### src/core/chg_pkg.sv
// package with constants and carriers for the charger switch and fault control
// What this block does
// - high side on while error exceeds ramp; then low side until ramp resets.
// - dead time with both switches off at every transition.
// - in synchronous mode, low side off when sensed current drops below under-current level.
// - non-synchronous mode when average current or battery voltage low.
// - in non-synchronous mode low side only gives bootstrap refresh pulses.
// - leave non-synchronous mode when average current exceeds upper threshold.
// - input over-current past blanking opens adapter switches for hold-off, then soft-start.
// - seventh input over-current event in window latches adapter switches off.
// - event counter clears when the counting window elapses.
// - config bits 2:1 disable input over-current or pick one of three multiples.
// - charge peak over-current kills high side for rest of cycle.
// - peak over-current level chosen from three by programmed charge current.
// - battery over-voltage blocks turn-on of both switches.
// - over-voltage lasting past persistence time disables charging completely.
// - discharge sink on only while battery over-voltage is active.
// - battery low disables charging for fixed interval, then soft-start if enabled.
// - battery low limits current and keeps low side off apart from refresh.
// - thermal stop above upper trip, resume below lower point with soft-start.
// - config bit 9 enables frequency trim, bit 10 chooses its direction.
// - seventh short event latches charging off, opens adapter, closes battery switch.
// - config bits 8:7 choose the high-side short threshold code.
// - soft-start begins small and steps up each fixed interval to the limit.
package chg_pkg;
   localparam int CLK_HZ          = 10_000_000;
   localparam int DEAD_NS         = 100;
   localparam int DEAD_CYC        = (DEAD_NS * CLK_HZ + 999_999_999) / 1_000_000_000;
   localparam int REFRESH_NS      = 200;
   localparam int REFRESH_CYC     = (REFRESH_NS * CLK_HZ + 999_999_999) / 1_000_000_000;
   localparam int INPUT_OVERCURRENT_FAULT_BLANK_US   = 2500;
   localparam int INPUT_OVERCURRENT_FAULT_BLANK_CYC  = INPUT_OVERCURRENT_FAULT_BLANK_US * (CLK_HZ / 1_000_000);
   localparam int INPUT_OVERCURRENT_FAULT_HOLD_MS    = 1300;
   localparam int INPUT_OVERCURRENT_FAULT_HOLD_CYC   = INPUT_OVERCURRENT_FAULT_HOLD_MS * (CLK_HZ / 1000);
   localparam int INPUT_OVERCURRENT_FAULT_WIN_S      = 90;
   localparam longint INPUT_OVERCURRENT_FAULT_WIN_CYC = longint'(INPUT_OVERCURRENT_FAULT_WIN_S) * CLK_HZ;
   localparam int OVP_PERSIST_MS  = 30;
   localparam int OVP_PERSIST_CYC = OVP_PERSIST_MS * (CLK_HZ / 1000);
   localparam int BLOW_HOLD_MS    = 1;
   localparam int BLOW_HOLD_CYC   = BLOW_HOLD_MS * (CLK_HZ / 1000);
   localparam int SS_STEP_US      = 240;
   localparam int SS_STEP_CYC     = SS_STEP_US * (CLK_HZ / 1_000_000);
   localparam logic [2:0] EVENT_LIMIT = 3'h7;
   // current codes in 64 mA units
   localparam logic [7:0] SS_START_CODE = 8'h02;
   localparam logic [7:0] SS_STEP_CODE  = 8'h01;
   localparam logic [7:0] BLOW_LIM_CODE = 8'h08;
   localparam logic [7:0] OCP_BRK_LO    = 8'h40;
   localparam logic [7:0] OCP_BRK_HI    = 8'h60;
   // config field positions
   localparam int CFG_INPUT_OVERCURRENT_FAULT_LSB  = 1;
   localparam int CFG_HSSC_LSB  = 7;
   localparam int CFG_TRIM_EN   = 9;
   localparam int CFG_TRIM_UP   = 10;
   localparam logic [15:0] CFG_RESET = 16'h0000;
   typedef enum {PH_IDLE, PH_HIGH, PH_DEAD_HL, PH_LOW, PH_DEAD_LH} phase_t;
   typedef struct packed {
      logic ramp_above_err;
      logic ramp_reset;
      logic under_current;
      logic avg_low;
      logic avg_high;
      logic boot_low;
      logic input_oc;
      logic charge_oc;
      logic bat_ov;
      logic bat_low;
      logic temp_hi;
      logic temp_lo;
      logic short_hs;
      logic short_ls;
      logic adapter_low;
      logic supply_uv;
   } sense_t;
   typedef struct packed {
      logic high_side_switch;
      logic low_side_switch;
      logic adapter_input_switch;
      logic battery_path_switch;
      logic discharge_sink;
   } drive_t;
endpackage

### src/core/chg_ctrl.sv
// charger switch sequencing and fault state machines
`timescale 1ns/1ps
module chg_ctrl import chg_pkg::*; #(
   parameter int HOLD_CYC   = INPUT_OVERCURRENT_FAULT_HOLD_CYC,
   parameter int WIN_CYC    = int'(INPUT_OVERCURRENT_FAULT_WIN_CYC),
   parameter int BLANK_CYC  = INPUT_OVERCURRENT_FAULT_BLANK_CYC,
   parameter int OVP_CYC    = OVP_PERSIST_CYC,
   parameter int BLOW_CYC   = BLOW_HOLD_CYC,
   parameter int SS_CYC     = SS_STEP_CYC
) (
   input  wire logic        MCLK_I,
   input  wire logic        RST_N_I,
   input  wire logic        CE_I,
   input  wire sense_t      SENSE_I,
   input  wire logic        CHARGE_EN_I,
   input  wire logic [3:0]  ADDR_I,
   input  wire logic [15:0] WDATA_I,
   input  wire logic        WR_I,
   input  wire logic        RD_I,
   output logic      [15:0] RDATA_O,
   output drive_t           DRIVE_O,
   output logic      [1:0]  INPUT_OVERCURRENT_FAULT_SEL_O,
   output logic      [1:0]  HS_SHORT_SEL_O,
   output logic      [1:0]  OCP_SEL_O,
   output logic             TRIM_EN_O,
   output logic             TRIM_UP_O,
   output logic      [7:0]  CUR_LIMIT_O
);
   localparam logic [3:0] A_CFG    = 4'h0;
   localparam logic [3:0] A_ICHG   = 4'h1;
   localparam logic [3:0] A_STATUS = 4'h2;

   sense_t      s1_q, s2_q;
   logic [15:0] cfg_q;
   logic [7:0]  ichg_q;
   phase_t      ph_q;
   logic [7:0]  dead_q;
   logic [7:0]  ref_q;
   logic        nsync_q;
   logic        ocp_cut_q;
   logic [31:0] blank_q, hold_q, win_q, ovp_q, blow_q, ss_q;
   logic        hold_act_q, input_overcurrent_fault_latch_q, ovp_off_q, blow_act_q, therm_q, sc_latch_q;
   logic [2:0]  input_overcurrent_fault_cnt_q, sc_cnt_q;
   logic [7:0]  ss_lim_q;
   logic        prev_run_q;
   logic        short_prev_q;
   logic        input_overcurrent_fault_ev, short_ev, run, clr_latch;
   logic [7:0]  lim_ok;

   // two-flop synchroniser for analog comparators
   always_ff @(posedge MCLK_I or negedge RST_N_I) begin
      if (!RST_N_I) begin
         s1_q <= '0;
         s2_q <= '0;
      end else if (CE_I) begin
         s1_q <= SENSE_I;
         s2_q <= s1_q;
      end
   end

   // register port
   always_ff @(posedge MCLK_I or negedge RST_N_I) begin
      if (!RST_N_I) begin
         cfg_q  <= CFG_RESET;
         ichg_q <= 8'h00;
      end else if (CE_I && WR_I) begin
         if (ADDR_I == A_CFG) begin
            cfg_q <= WDATA_I;
         end else if (ADDR_I == A_ICHG) begin
            ichg_q <= WDATA_I[7:0];
         end
      end
   end

   always_ff @(posedge MCLK_I or negedge RST_N_I) begin
      if (!RST_N_I) begin
         RDATA_O <= 16'h0000;
      end else if (CE_I) begin
         if (!RD_I) begin
            RDATA_O <= 16'h0000;
         end else if (ADDR_I == A_CFG) begin
            RDATA_O <= cfg_q;
         end else if (ADDR_I == A_ICHG) begin
            RDATA_O <= {8'h00, ichg_q};
         end else if (ADDR_I == A_STATUS) begin
            RDATA_O <= {3'h0, nsync_q, sc_cnt_q, input_overcurrent_fault_cnt_q, sc_latch_q, input_overcurrent_fault_latch_q,
                        hold_act_q, ovp_off_q, blow_act_q, therm_q};
         end else begin
            RDATA_O <= 16'h0000;
         end
      end
   end

   assign INPUT_OVERCURRENT_FAULT_SEL_O     = cfg_q[CFG_INPUT_OVERCURRENT_FAULT_LSB +: 2];
   assign HS_SHORT_SEL_O = cfg_q[CFG_HSSC_LSB +: 2];
   assign TRIM_EN_O      = cfg_q[CFG_TRIM_EN];
   assign TRIM_UP_O      = cfg_q[CFG_TRIM_UP];
   assign OCP_SEL_O = (ichg_q < OCP_BRK_LO) ? 2'h0 : ((ichg_q < OCP_BRK_HI) ? 2'h1 : 2'h2);

   assign clr_latch = s2_q.adapter_low | s2_q.supply_uv;
   assign run = CHARGE_EN_I && !hold_act_q && !input_overcurrent_fault_latch_q && !ovp_off_q && !blow_act_q
                && !therm_q && !sc_latch_q && (ichg_q != 8'h00);

   // input over-current blanking, hold-off, counter, latch
   assign input_overcurrent_fault_ev = (blank_q == 32'(BLANK_CYC - 1)) && s2_q.input_oc && (cfg_q[CFG_INPUT_OVERCURRENT_FAULT_LSB +: 2] != 2'h0);
   always_ff @(posedge MCLK_I or negedge RST_N_I) begin
      if (!RST_N_I) begin
         blank_q <= '0;
      end else if (CE_I) begin
         if (!s2_q.input_oc || hold_act_q || cfg_q[CFG_INPUT_OVERCURRENT_FAULT_LSB +: 2] == 2'h0) begin
            blank_q <= '0;
         end else if (blank_q < 32'(BLANK_CYC - 1)) begin
            blank_q <= blank_q + 32'h1;
         end
      end
   end

   always_ff @(posedge MCLK_I or negedge RST_N_I) begin
      if (!RST_N_I) begin
         hold_act_q <= 1'b0;
         hold_q     <= '0;
      end else if (CE_I) begin
         if (input_overcurrent_fault_ev && !hold_act_q) begin
            hold_act_q <= 1'b1;
            hold_q     <= '0;
         end else if (hold_act_q) begin
            if (hold_q == 32'(HOLD_CYC - 1)) begin
               hold_act_q <= 1'b0;
            end
            hold_q <= hold_q + 32'h1;
         end
      end
   end

   always_ff @(posedge MCLK_I or negedge RST_N_I) begin
      if (!RST_N_I) begin
         win_q      <= '0;
         input_overcurrent_fault_cnt_q <= 3'h0;
         input_overcurrent_fault_latch_q <= 1'b0;
      end else if (CE_I) begin
         // an event beats a coinciding clear so no fault is lost
         if (input_overcurrent_fault_ev && !hold_act_q) begin
            if (input_overcurrent_fault_cnt_q == EVENT_LIMIT - 3'h1) begin
               input_overcurrent_fault_latch_q <= 1'b1;
            end
            input_overcurrent_fault_cnt_q <= input_overcurrent_fault_cnt_q + 3'h1;
         end else if (s2_q.adapter_low) begin
            input_overcurrent_fault_latch_q <= 1'b0;
            input_overcurrent_fault_cnt_q   <= 3'h0;
         end else if (win_q == 32'(WIN_CYC - 1)) begin
            input_overcurrent_fault_cnt_q <= 3'h0;
         end
         if (s2_q.adapter_low || win_q == 32'(WIN_CYC - 1)) begin
            win_q <= '0;
         end else begin
            win_q <= win_q + 32'h1;
         end
      end
   end

   // battery over-voltage persistence; cleared by latch reset
   always_ff @(posedge MCLK_I or negedge RST_N_I) begin
      if (!RST_N_I) begin
         ovp_q     <= '0;
         ovp_off_q <= 1'b0;
      end else if (CE_I) begin
         if (!s2_q.bat_ov) begin
            ovp_q <= '0;
         end else if (ovp_q < 32'(OVP_CYC)) begin
            ovp_q <= ovp_q + 32'h1;
         end
         if (s2_q.bat_ov && ovp_q == 32'(OVP_CYC - 1)) begin
            ovp_off_q <= 1'b1;
         end else if (clr_latch) begin
            ovp_off_q <= 1'b0;
         end
      end
   end

   // battery-low pause
   always_ff @(posedge MCLK_I or negedge RST_N_I) begin
      if (!RST_N_I) begin
         blow_q     <= '0;
         blow_act_q <= 1'b0;
      end else if (CE_I) begin
         if (s2_q.bat_low && !blow_act_q && blow_q == 32'h0) begin
            blow_act_q <= 1'b1;
            blow_q     <= 32'h1;
         end else if (blow_act_q) begin
            if (blow_q == 32'(BLOW_CYC)) begin
               blow_act_q <= 1'b0;
            end else begin
               blow_q <= blow_q + 32'h1;
            end
         end else if (!s2_q.bat_low) begin
            blow_q <= '0;
         end
      end
   end

   // thermal hysteresis
   always_ff @(posedge MCLK_I or negedge RST_N_I) begin
      if (!RST_N_I) begin
         therm_q <= 1'b0;
      end else if (CE_I) begin
         if (s2_q.temp_hi) begin
            therm_q <= 1'b1;
         end else if (!s2_q.temp_lo) begin
            therm_q <= 1'b0;
         end
      end
   end

   // short event counting and latch
   assign short_ev = (s2_q.short_hs | s2_q.short_ls) && !short_prev_q;
   always_ff @(posedge MCLK_I or negedge RST_N_I) begin
      if (!RST_N_I) begin
         short_prev_q <= 1'b0;
         sc_cnt_q     <= 3'h0;
         sc_latch_q   <= 1'b0;
      end else if (CE_I) begin
         short_prev_q <= s2_q.short_hs | s2_q.short_ls;
         if (short_ev && !sc_latch_q) begin
            if (sc_cnt_q == EVENT_LIMIT - 3'h1) begin
               sc_latch_q <= 1'b1;
            end
            sc_cnt_q <= sc_cnt_q + 3'h1;
         end else if (clr_latch) begin
            sc_cnt_q   <= 3'h0;
            sc_latch_q <= 1'b0;
         end
      end
   end

   // soft-start ramp of the current limit
   assign lim_ok = s2_q.bat_low ? BLOW_LIM_CODE : ichg_q;
   always_ff @(posedge MCLK_I or negedge RST_N_I) begin
      if (!RST_N_I) begin
         ss_q       <= '0;
         ss_lim_q   <= 8'h00;
         prev_run_q <= 1'b0;
      end else if (CE_I) begin
         prev_run_q <= run;
         if (!run) begin
            ss_lim_q <= 8'h00;
            ss_q     <= '0;
         end else if (!prev_run_q) begin
            ss_lim_q <= SS_START_CODE;
            ss_q     <= '0;
         end else if (ss_q == 32'(SS_CYC - 1)) begin
            ss_q <= '0;
            if (ss_lim_q < lim_ok) begin
               ss_lim_q <= ss_lim_q + SS_STEP_CODE;
            end
         end else begin
            ss_q <= ss_q + 32'h1;
         end
      end
   end
   assign CUR_LIMIT_O = (s2_q.bat_low && ss_lim_q > BLOW_LIM_CODE) ? BLOW_LIM_CODE : ss_lim_q;

   // synchronous / non-synchronous selection with hysteresis
   always_ff @(posedge MCLK_I or negedge RST_N_I) begin
      if (!RST_N_I) begin
         nsync_q <= 1'b1;
      end else if (CE_I) begin
         if (s2_q.avg_low || s2_q.bat_low) begin
            nsync_q <= 1'b1;
         end else if (s2_q.avg_high) begin
            nsync_q <= 1'b0;
         end
      end
   end

   // switching phase machine with dead time
   always_ff @(posedge MCLK_I or negedge RST_N_I) begin
      if (!RST_N_I) begin
         ph_q      <= PH_IDLE;
         dead_q    <= 8'h00;
         ref_q     <= 8'h00;
         ocp_cut_q <= 1'b0;
      end else if (CE_I) begin
         if (s2_q.charge_oc) begin
            ocp_cut_q <= 1'b1;
         end else if (s2_q.ramp_reset) begin
            ocp_cut_q <= 1'b0;
         end
         case (ph_q)
            PH_IDLE: begin
               if (run && s2_q.ramp_reset && !s2_q.bat_ov) begin
                  ph_q <= PH_HIGH;
               end
            end
            PH_HIGH: begin
               if (!run || s2_q.ramp_above_err || s2_q.charge_oc || s2_q.bat_ov) begin
                  ph_q   <= PH_DEAD_HL;
                  dead_q <= 8'h00;
               end
            end
            PH_DEAD_HL: begin
               if (dead_q == 8'(DEAD_CYC - 1)) begin
                  ph_q  <= (run && !s2_q.bat_ov) ? PH_LOW : PH_IDLE;
                  ref_q <= 8'h00;
               end else begin
                  dead_q <= dead_q + 8'h01;
               end
            end
            PH_LOW: begin
               if (ref_q != 8'hFF) begin
                  ref_q <= ref_q + 8'h01;
               end
               if (!run || s2_q.ramp_reset || s2_q.bat_ov) begin
                  ph_q   <= PH_DEAD_LH;
                  dead_q <= 8'h00;
               end
            end
            PH_DEAD_LH: begin
               if (dead_q == 8'(DEAD_CYC - 1)) begin
                  ph_q <= (run && !s2_q.bat_ov && !ocp_cut_q) ? PH_HIGH : PH_IDLE;
               end else begin
                  dead_q <= dead_q + 8'h01;
               end
            end
            default: ph_q <= PH_IDLE;
         endcase
      end
   end

   // low side gating: under-current, refresh-only in non-synchronous mode
   logic ls_allow;
   always_comb begin
      ls_allow = !s2_q.under_current;
      if (nsync_q) begin
         ls_allow = s2_q.boot_low && (ref_q < 8'(REFRESH_CYC));
      end
   end

   always_ff @(posedge MCLK_I or negedge RST_N_I) begin
      if (!RST_N_I) begin
         DRIVE_O <= '0;
      end else if (CE_I) begin
         DRIVE_O.high_side_switch <= (ph_q == PH_HIGH) && !ocp_cut_q && !s2_q.bat_ov;
         DRIVE_O.low_side_switch  <= (ph_q == PH_LOW) && ls_allow && !s2_q.bat_ov;
         DRIVE_O.adapter_input_switch <= !hold_act_q && !input_overcurrent_fault_latch_q && !sc_latch_q;
         DRIVE_O.battery_path_switch  <= sc_latch_q || input_overcurrent_fault_latch_q;
         DRIVE_O.discharge_sink       <= s2_q.bat_ov;
      end
   end

   property p_no_shoot;
      @(posedge MCLK_I) disable iff (!RST_N_I)
         !(DRIVE_O.high_side_switch && DRIVE_O.low_side_switch);
   endproperty
   a_no_shoot: assert property (p_no_shoot) else $error("shoot through");
   property p_dead;
      @(posedge MCLK_I) disable iff (!RST_N_I)
         DRIVE_O.high_side_switch |=> !DRIVE_O.low_side_switch;
   endproperty
   a_dead: assert property (p_dead) else $error("no dead time");
   property p_ovp_block;
      @(posedge MCLK_I) disable iff (!RST_N_I)
         CE_I && s2_q.bat_ov |=> !DRIVE_O.high_side_switch && DRIVE_O.discharge_sink;
   endproperty
   a_ovp_block: assert property (p_ovp_block) else $error("ovp not blocking");
   property p_sink_off;
      @(posedge MCLK_I) disable iff (!RST_N_I)
         CE_I && !s2_q.bat_ov |=> !DRIVE_O.discharge_sink;
   endproperty
   a_sink_off: assert property (p_sink_off) else $error("sink on without ovp");
   property p_ls_nsync;
      @(posedge MCLK_I) disable iff (!RST_N_I)
         CE_I && nsync_q && !s2_q.boot_low |=> !DRIVE_O.low_side_switch;
   endproperty
   a_ls_nsync: assert property (p_ls_nsync) else $error("low side on without refresh");
   property p_sc_latch;
      @(posedge MCLK_I) disable iff (!RST_N_I)
         sc_latch_q && CE_I |=> !DRIVE_O.adapter_input_switch;
   endproperty
   a_sc_latch: assert property (p_sc_latch) else $error("short latch");
   property p_therm;
      @(posedge MCLK_I) disable iff (!RST_N_I)
         CE_I && s2_q.temp_hi |=> therm_q && !run;
   endproperty
   a_therm: assert property (p_therm) else $error("thermal");
   c_hold: cover property (@(posedge MCLK_I) hold_act_q);
   c_nsync: cover property (@(posedge MCLK_I) !nsync_q);
   c_latch: cover property (@(posedge MCLK_I) sc_latch_q);
endmodule // chg_ctrl

### config.mk
export PLATFORM = sky130hd
export DESIGN_NAME = chg_ctrl
export DESIGN_NICKNAME = d
export VERILOG_FILES = /design/src/core/chg_pkg.sv /design/src/core/chg_ctrl.sv
export SDC_FILE = /design/constraint.sdc
export NUM_CORES = 1
export LEC_CHECK = 0
export BUFFER_PORTS_ARGS = -buffer_cell sky130_fd_sc_hd__buf_2
export CAP_MARGIN = 20
export CORE_MARGIN = 2
export CORE_UTILIZATION = 55
export CTS_BUF_LIST = sky130_fd_sc_hd__clkbuf_4
export CTS_CLUSTER_DIAMETER = 30
export DETAILED_ROUTE_END_ITERATION = 12
export PLACE_DENSITY_LB_ADDON = 0.15
export REMOVE_ABC_BUFFERS = 1
export SETUP_SLACK_MARGIN = 0.4
export SLEW_MARGIN = 20
export SYNTH_ARGS = -nofsm -noshare
export SYNTH_HDL_FRONTEND = slang
export SYNTH_SLANG_ARGS = --single-unit
### constraint.sdc
create_clock -name MCLK_I -period 3.3 [get_ports MCLK_I]
set_input_delay 0 -clock MCLK_I [delete_from_list [all_inputs] [get_ports MCLK_I]]
set_output_delay 0 -clock MCLK_I [all_outputs]
set_load 0.01 [all_outputs]
==> reports/results.ini <==
[run_status]
status=completed

[routing]
wl_um=36600
routedWlPerCell_um=16.6
drt-initial-drc-count=828
drc=0
dr.pass1.iters=5
vias_per_cell=5.69
antenna_left=0
vias=12500

[floorplan]
start_util=0.559
die_area_um2=29500
row_count=61
die_width_um=172
io_pins=79
coreArea_um2=27700
die_h_um=172

[synth]
synth_cell_types=65
synth_cells=1572
async_flop_share=1.00
avgSynthCellArea_um2=9.84
ys.flop_type=dfrtp_1
ys_seq_elements=312
syn-cell-area_um2=15500
synth_edf_count=0
ys_warn_count=0
ys_seq_area_frac=0.505

[cts]
cts_tree=yes
htreeDepth=3
clock_sinks=312
insertion_delay_ns=0.73
clockBufferDepth=3
clkTransAtPathRegs_ns=0.06
post_cts_buffers=0
root_buffer=clkbuf_4
cts_buffers=90

[finish]
area_delta_synth_final_pct=16.6
nets=1820
drive_above_1_share=0.176
layout_common_cells=311 x dfrtp_1, 172 x nor2_1, 129 x nand2_1
layout_commonest_cell=dfrtp_1

[critical_path]
slowest_stage=or4_1
crit_path_frequent_cell=or4_1
end_kind=flop
cp.required_ns=3.93
crit_buf_inv=0
crit_type=reg2reg
crit_chain=or4_1 > or3_4 > nor4_4 > o21ai_4 > or4_1 > a21oi_1
critical_path.top_delay_family=simple AND/OR/NAND/NOR gates
cp.arrival_ns=3.31
path_max_fanout=30
critPathMaxStageDelay_ns=0.53
reg2reg_depth=6
crit_cells=6
start_kind=flop

[global_route]
overflow=0
track_usage=0.256
grt_pass1_wl_um=60800
antenna_found_initial=3
grt_max_degree=108
grt_pass1_vias=12200

[sta]
maxSlewHeadroom=0.322
fin_crit_sh=0.811
setup_viol=0
tns_ns=0
finalHoldViolations=0
worst_clock_skew_ns=0.0478
finalCriticalPeriod_ns=2.68
setup_slack_ns=0.623
rsz0062_at_grt=no
slew_violations=0
worst_slew_pin_slew_ns=1.02
fmax_mhz=373

[placement]
globalplace.congestion=0.881
io_buffers=78
hpwl_um=23900
dpl_worst_slack_ns=0.587

[power]
p_per_area_nw_per_um2=502
peakVddDrop_mv=0.327
p_leak_nw=8.03

[hold_path]
hold_depth=3
min_path_type=in2reg

[flow_run]
drv_cap=0

## power by group
group          internal (W)  switching, W
registers           0.00406      0.000248
clock network       0.00209       0.00167
logic              0.000419      0.000563
total               0.00658       0.00248
## worst register-to-register path, delay by kind of cell (launching register included)
family	cells	cell delay [ns]
DFF	1	0.40
AOI/OAI and AO/OA	2	0.44
and+or+nand+nor	4	1.77
## through the flow
| step | hold WS, ns | std cells | total power, W | util | area (um2) |
|---|---|---|---|---|---|
| after floorplan | -0.296 | 1506 | 0.00487 | - | 15200 |
| after global placement | 0.172 | 1991 | 0.00526 | 0.589 | 16300 |
| after detailed placement | 0.176 | 1991 | 0.00529 | 0.589 | 16300 |
| after CTS | 0.000120 | 2201 | 0.00916 | 0.651 | 18000 |
| after global routing | 0.00813 | 2203 | 0.00954 | 0.651 | 18000 |
| final | 0.0536 | 2204 | 0.00906 | 0.651 | 18000 |
## sequential cells by signal, indices dropped and copies added, names as in the netlist, 16 cells and up
name     count
RDATA_O     16
blank_q     32
blow_q      32
cfg_q       16
hold_q      32
ovp_q       32
s1_q        16
s2_q        16
ss_q        32
win_q       32
## final timing paths
path | endpoint | from | slack (ns)
min | s1_q[2] | SENSE_I[2] | 0.05
max | ovp_q[15] | ovp_q[29] | 0.62
max in group asynchronous | blow_q[24] | RST_N_I | 1.16
min reg2reg | DRIVE_O[2] | DRIVE_O[2] | 0.48
max reg2reg | ovp_q[15] | ovp_q[29] | 0.62
min in group asynchronous | ss_q[27] | RST_N_I | 0.48
## cell usage after synthesis, types with 4 or more instances
| cell | instances | area, um2 |
|---|---|---|
| or3_1 | 28 | 175 |
| buf_4 | 4 | 30.0 |
| o21a_1 | 4 | 30.0 |
| nand2_1 | 129 | 484 |
| a32o_1 | 5 | 50.1 |
| o2bb2ai_1 | 9 | 78.8 |
| mux2i_1 | 12 | 120 |
| xnor2_1 | 68 | 596 |
| nand4b_1 | 4 | 35.0 |
| o2111ai_1 | 9 | 78.8 |
| o211ai_1 | 8 | 60.1 |
| dfrtp_1 | 311 | 7780 |
| o22ai_1 | 9 | 56.3 |
| and3_1 | 33 | 206 |
| nor2b_1 | 17 | 106 |
| buf_1 | 10 | 37.5 |
| mux2_2 | 56 | 631 |
| xor2_1 | 47 | 412 |
| o21ai_0 | 91 | 455 |
| nand3b_1 | 4 | 30.0 |
| nor4b_1 | 16 | 140 |
| nand2b_1 | 20 | 125 |
| inv_1 | 47 | 176 |
| a211oi_1 | 12 | 90.1 |
| nand3_1 | 70 | 350 |
| and4_1 | 13 | 114 |
| nand4_1 | 46 | 288 |
| a31oi_1 | 5 | 31.3 |
| a22o_1 | 4 | 35.0 |
| nor3b_1 | 5 | 37.5 |
| nor4_1 | 47 | 294 |
| and2_1 | 43 | 269 |
| o31ai_1 | 16 | 120 |
| clkbuf_1 | 51 | 191 |
| nor2_1 | 172 | 646 |
| a21oi_1 | 44 | 220 |
| or4_1 | 14 | 105 |
| ha_1 | 23 | 288 |
| nor3_1 | 27 | 135 |
## final cells by class
class / instances / area (um2)
Multi-Input combinational cell: 1147 / 7240
Fill cell: 2265 / 9660
Inverter: 47 / 176
Clock inverter: 33 / 243
Timing Repair Buffer: 157 / 1150
Clock buffer: 127 / 953
Tap cell: 378 / 473
Sequential cell: 312 / 7810
Antenna cell: 3 / 7.51
## what timing repair did
| item | in CTS | in global routing |
|---|---|---|
| endpoints found under the hold margin | 242 | 0 |
| hold buffers | 50 | 0 |
| resized for setup | 0 | 4 |
| setup endpoints to repair | 0 | 11 |
## layer usage
layer,track usage,routed length [um],vias up
li1,-,-,6031
met1,0.354,16700,6130
met2,0.393,16900,295
met3,0.0543,1860,80
met4,0.108,1120,0
met5,0,0,-
## logic make-up (layout without fill, tap and decap cells)
kind of cell | Yosys count | in the layout | synth area share
buffers and inverters | 113 | 364 | 0.0289
xor gates and xnor gates | 115 | 115 | 0.0651
and+or+nand+nor | 702 | 702 | 0.237
muxes | 68 | 68 | 0.0485
other | 0 | 3 | 0
adders and majority gates | 23 | 23 | 0.0186
DFF | 312 | 312 | 0.505
AOI/OAI and AO/OA | 239 | 239 | 0.0968
No activity file was read; power rests on OpenSTA's default activity.
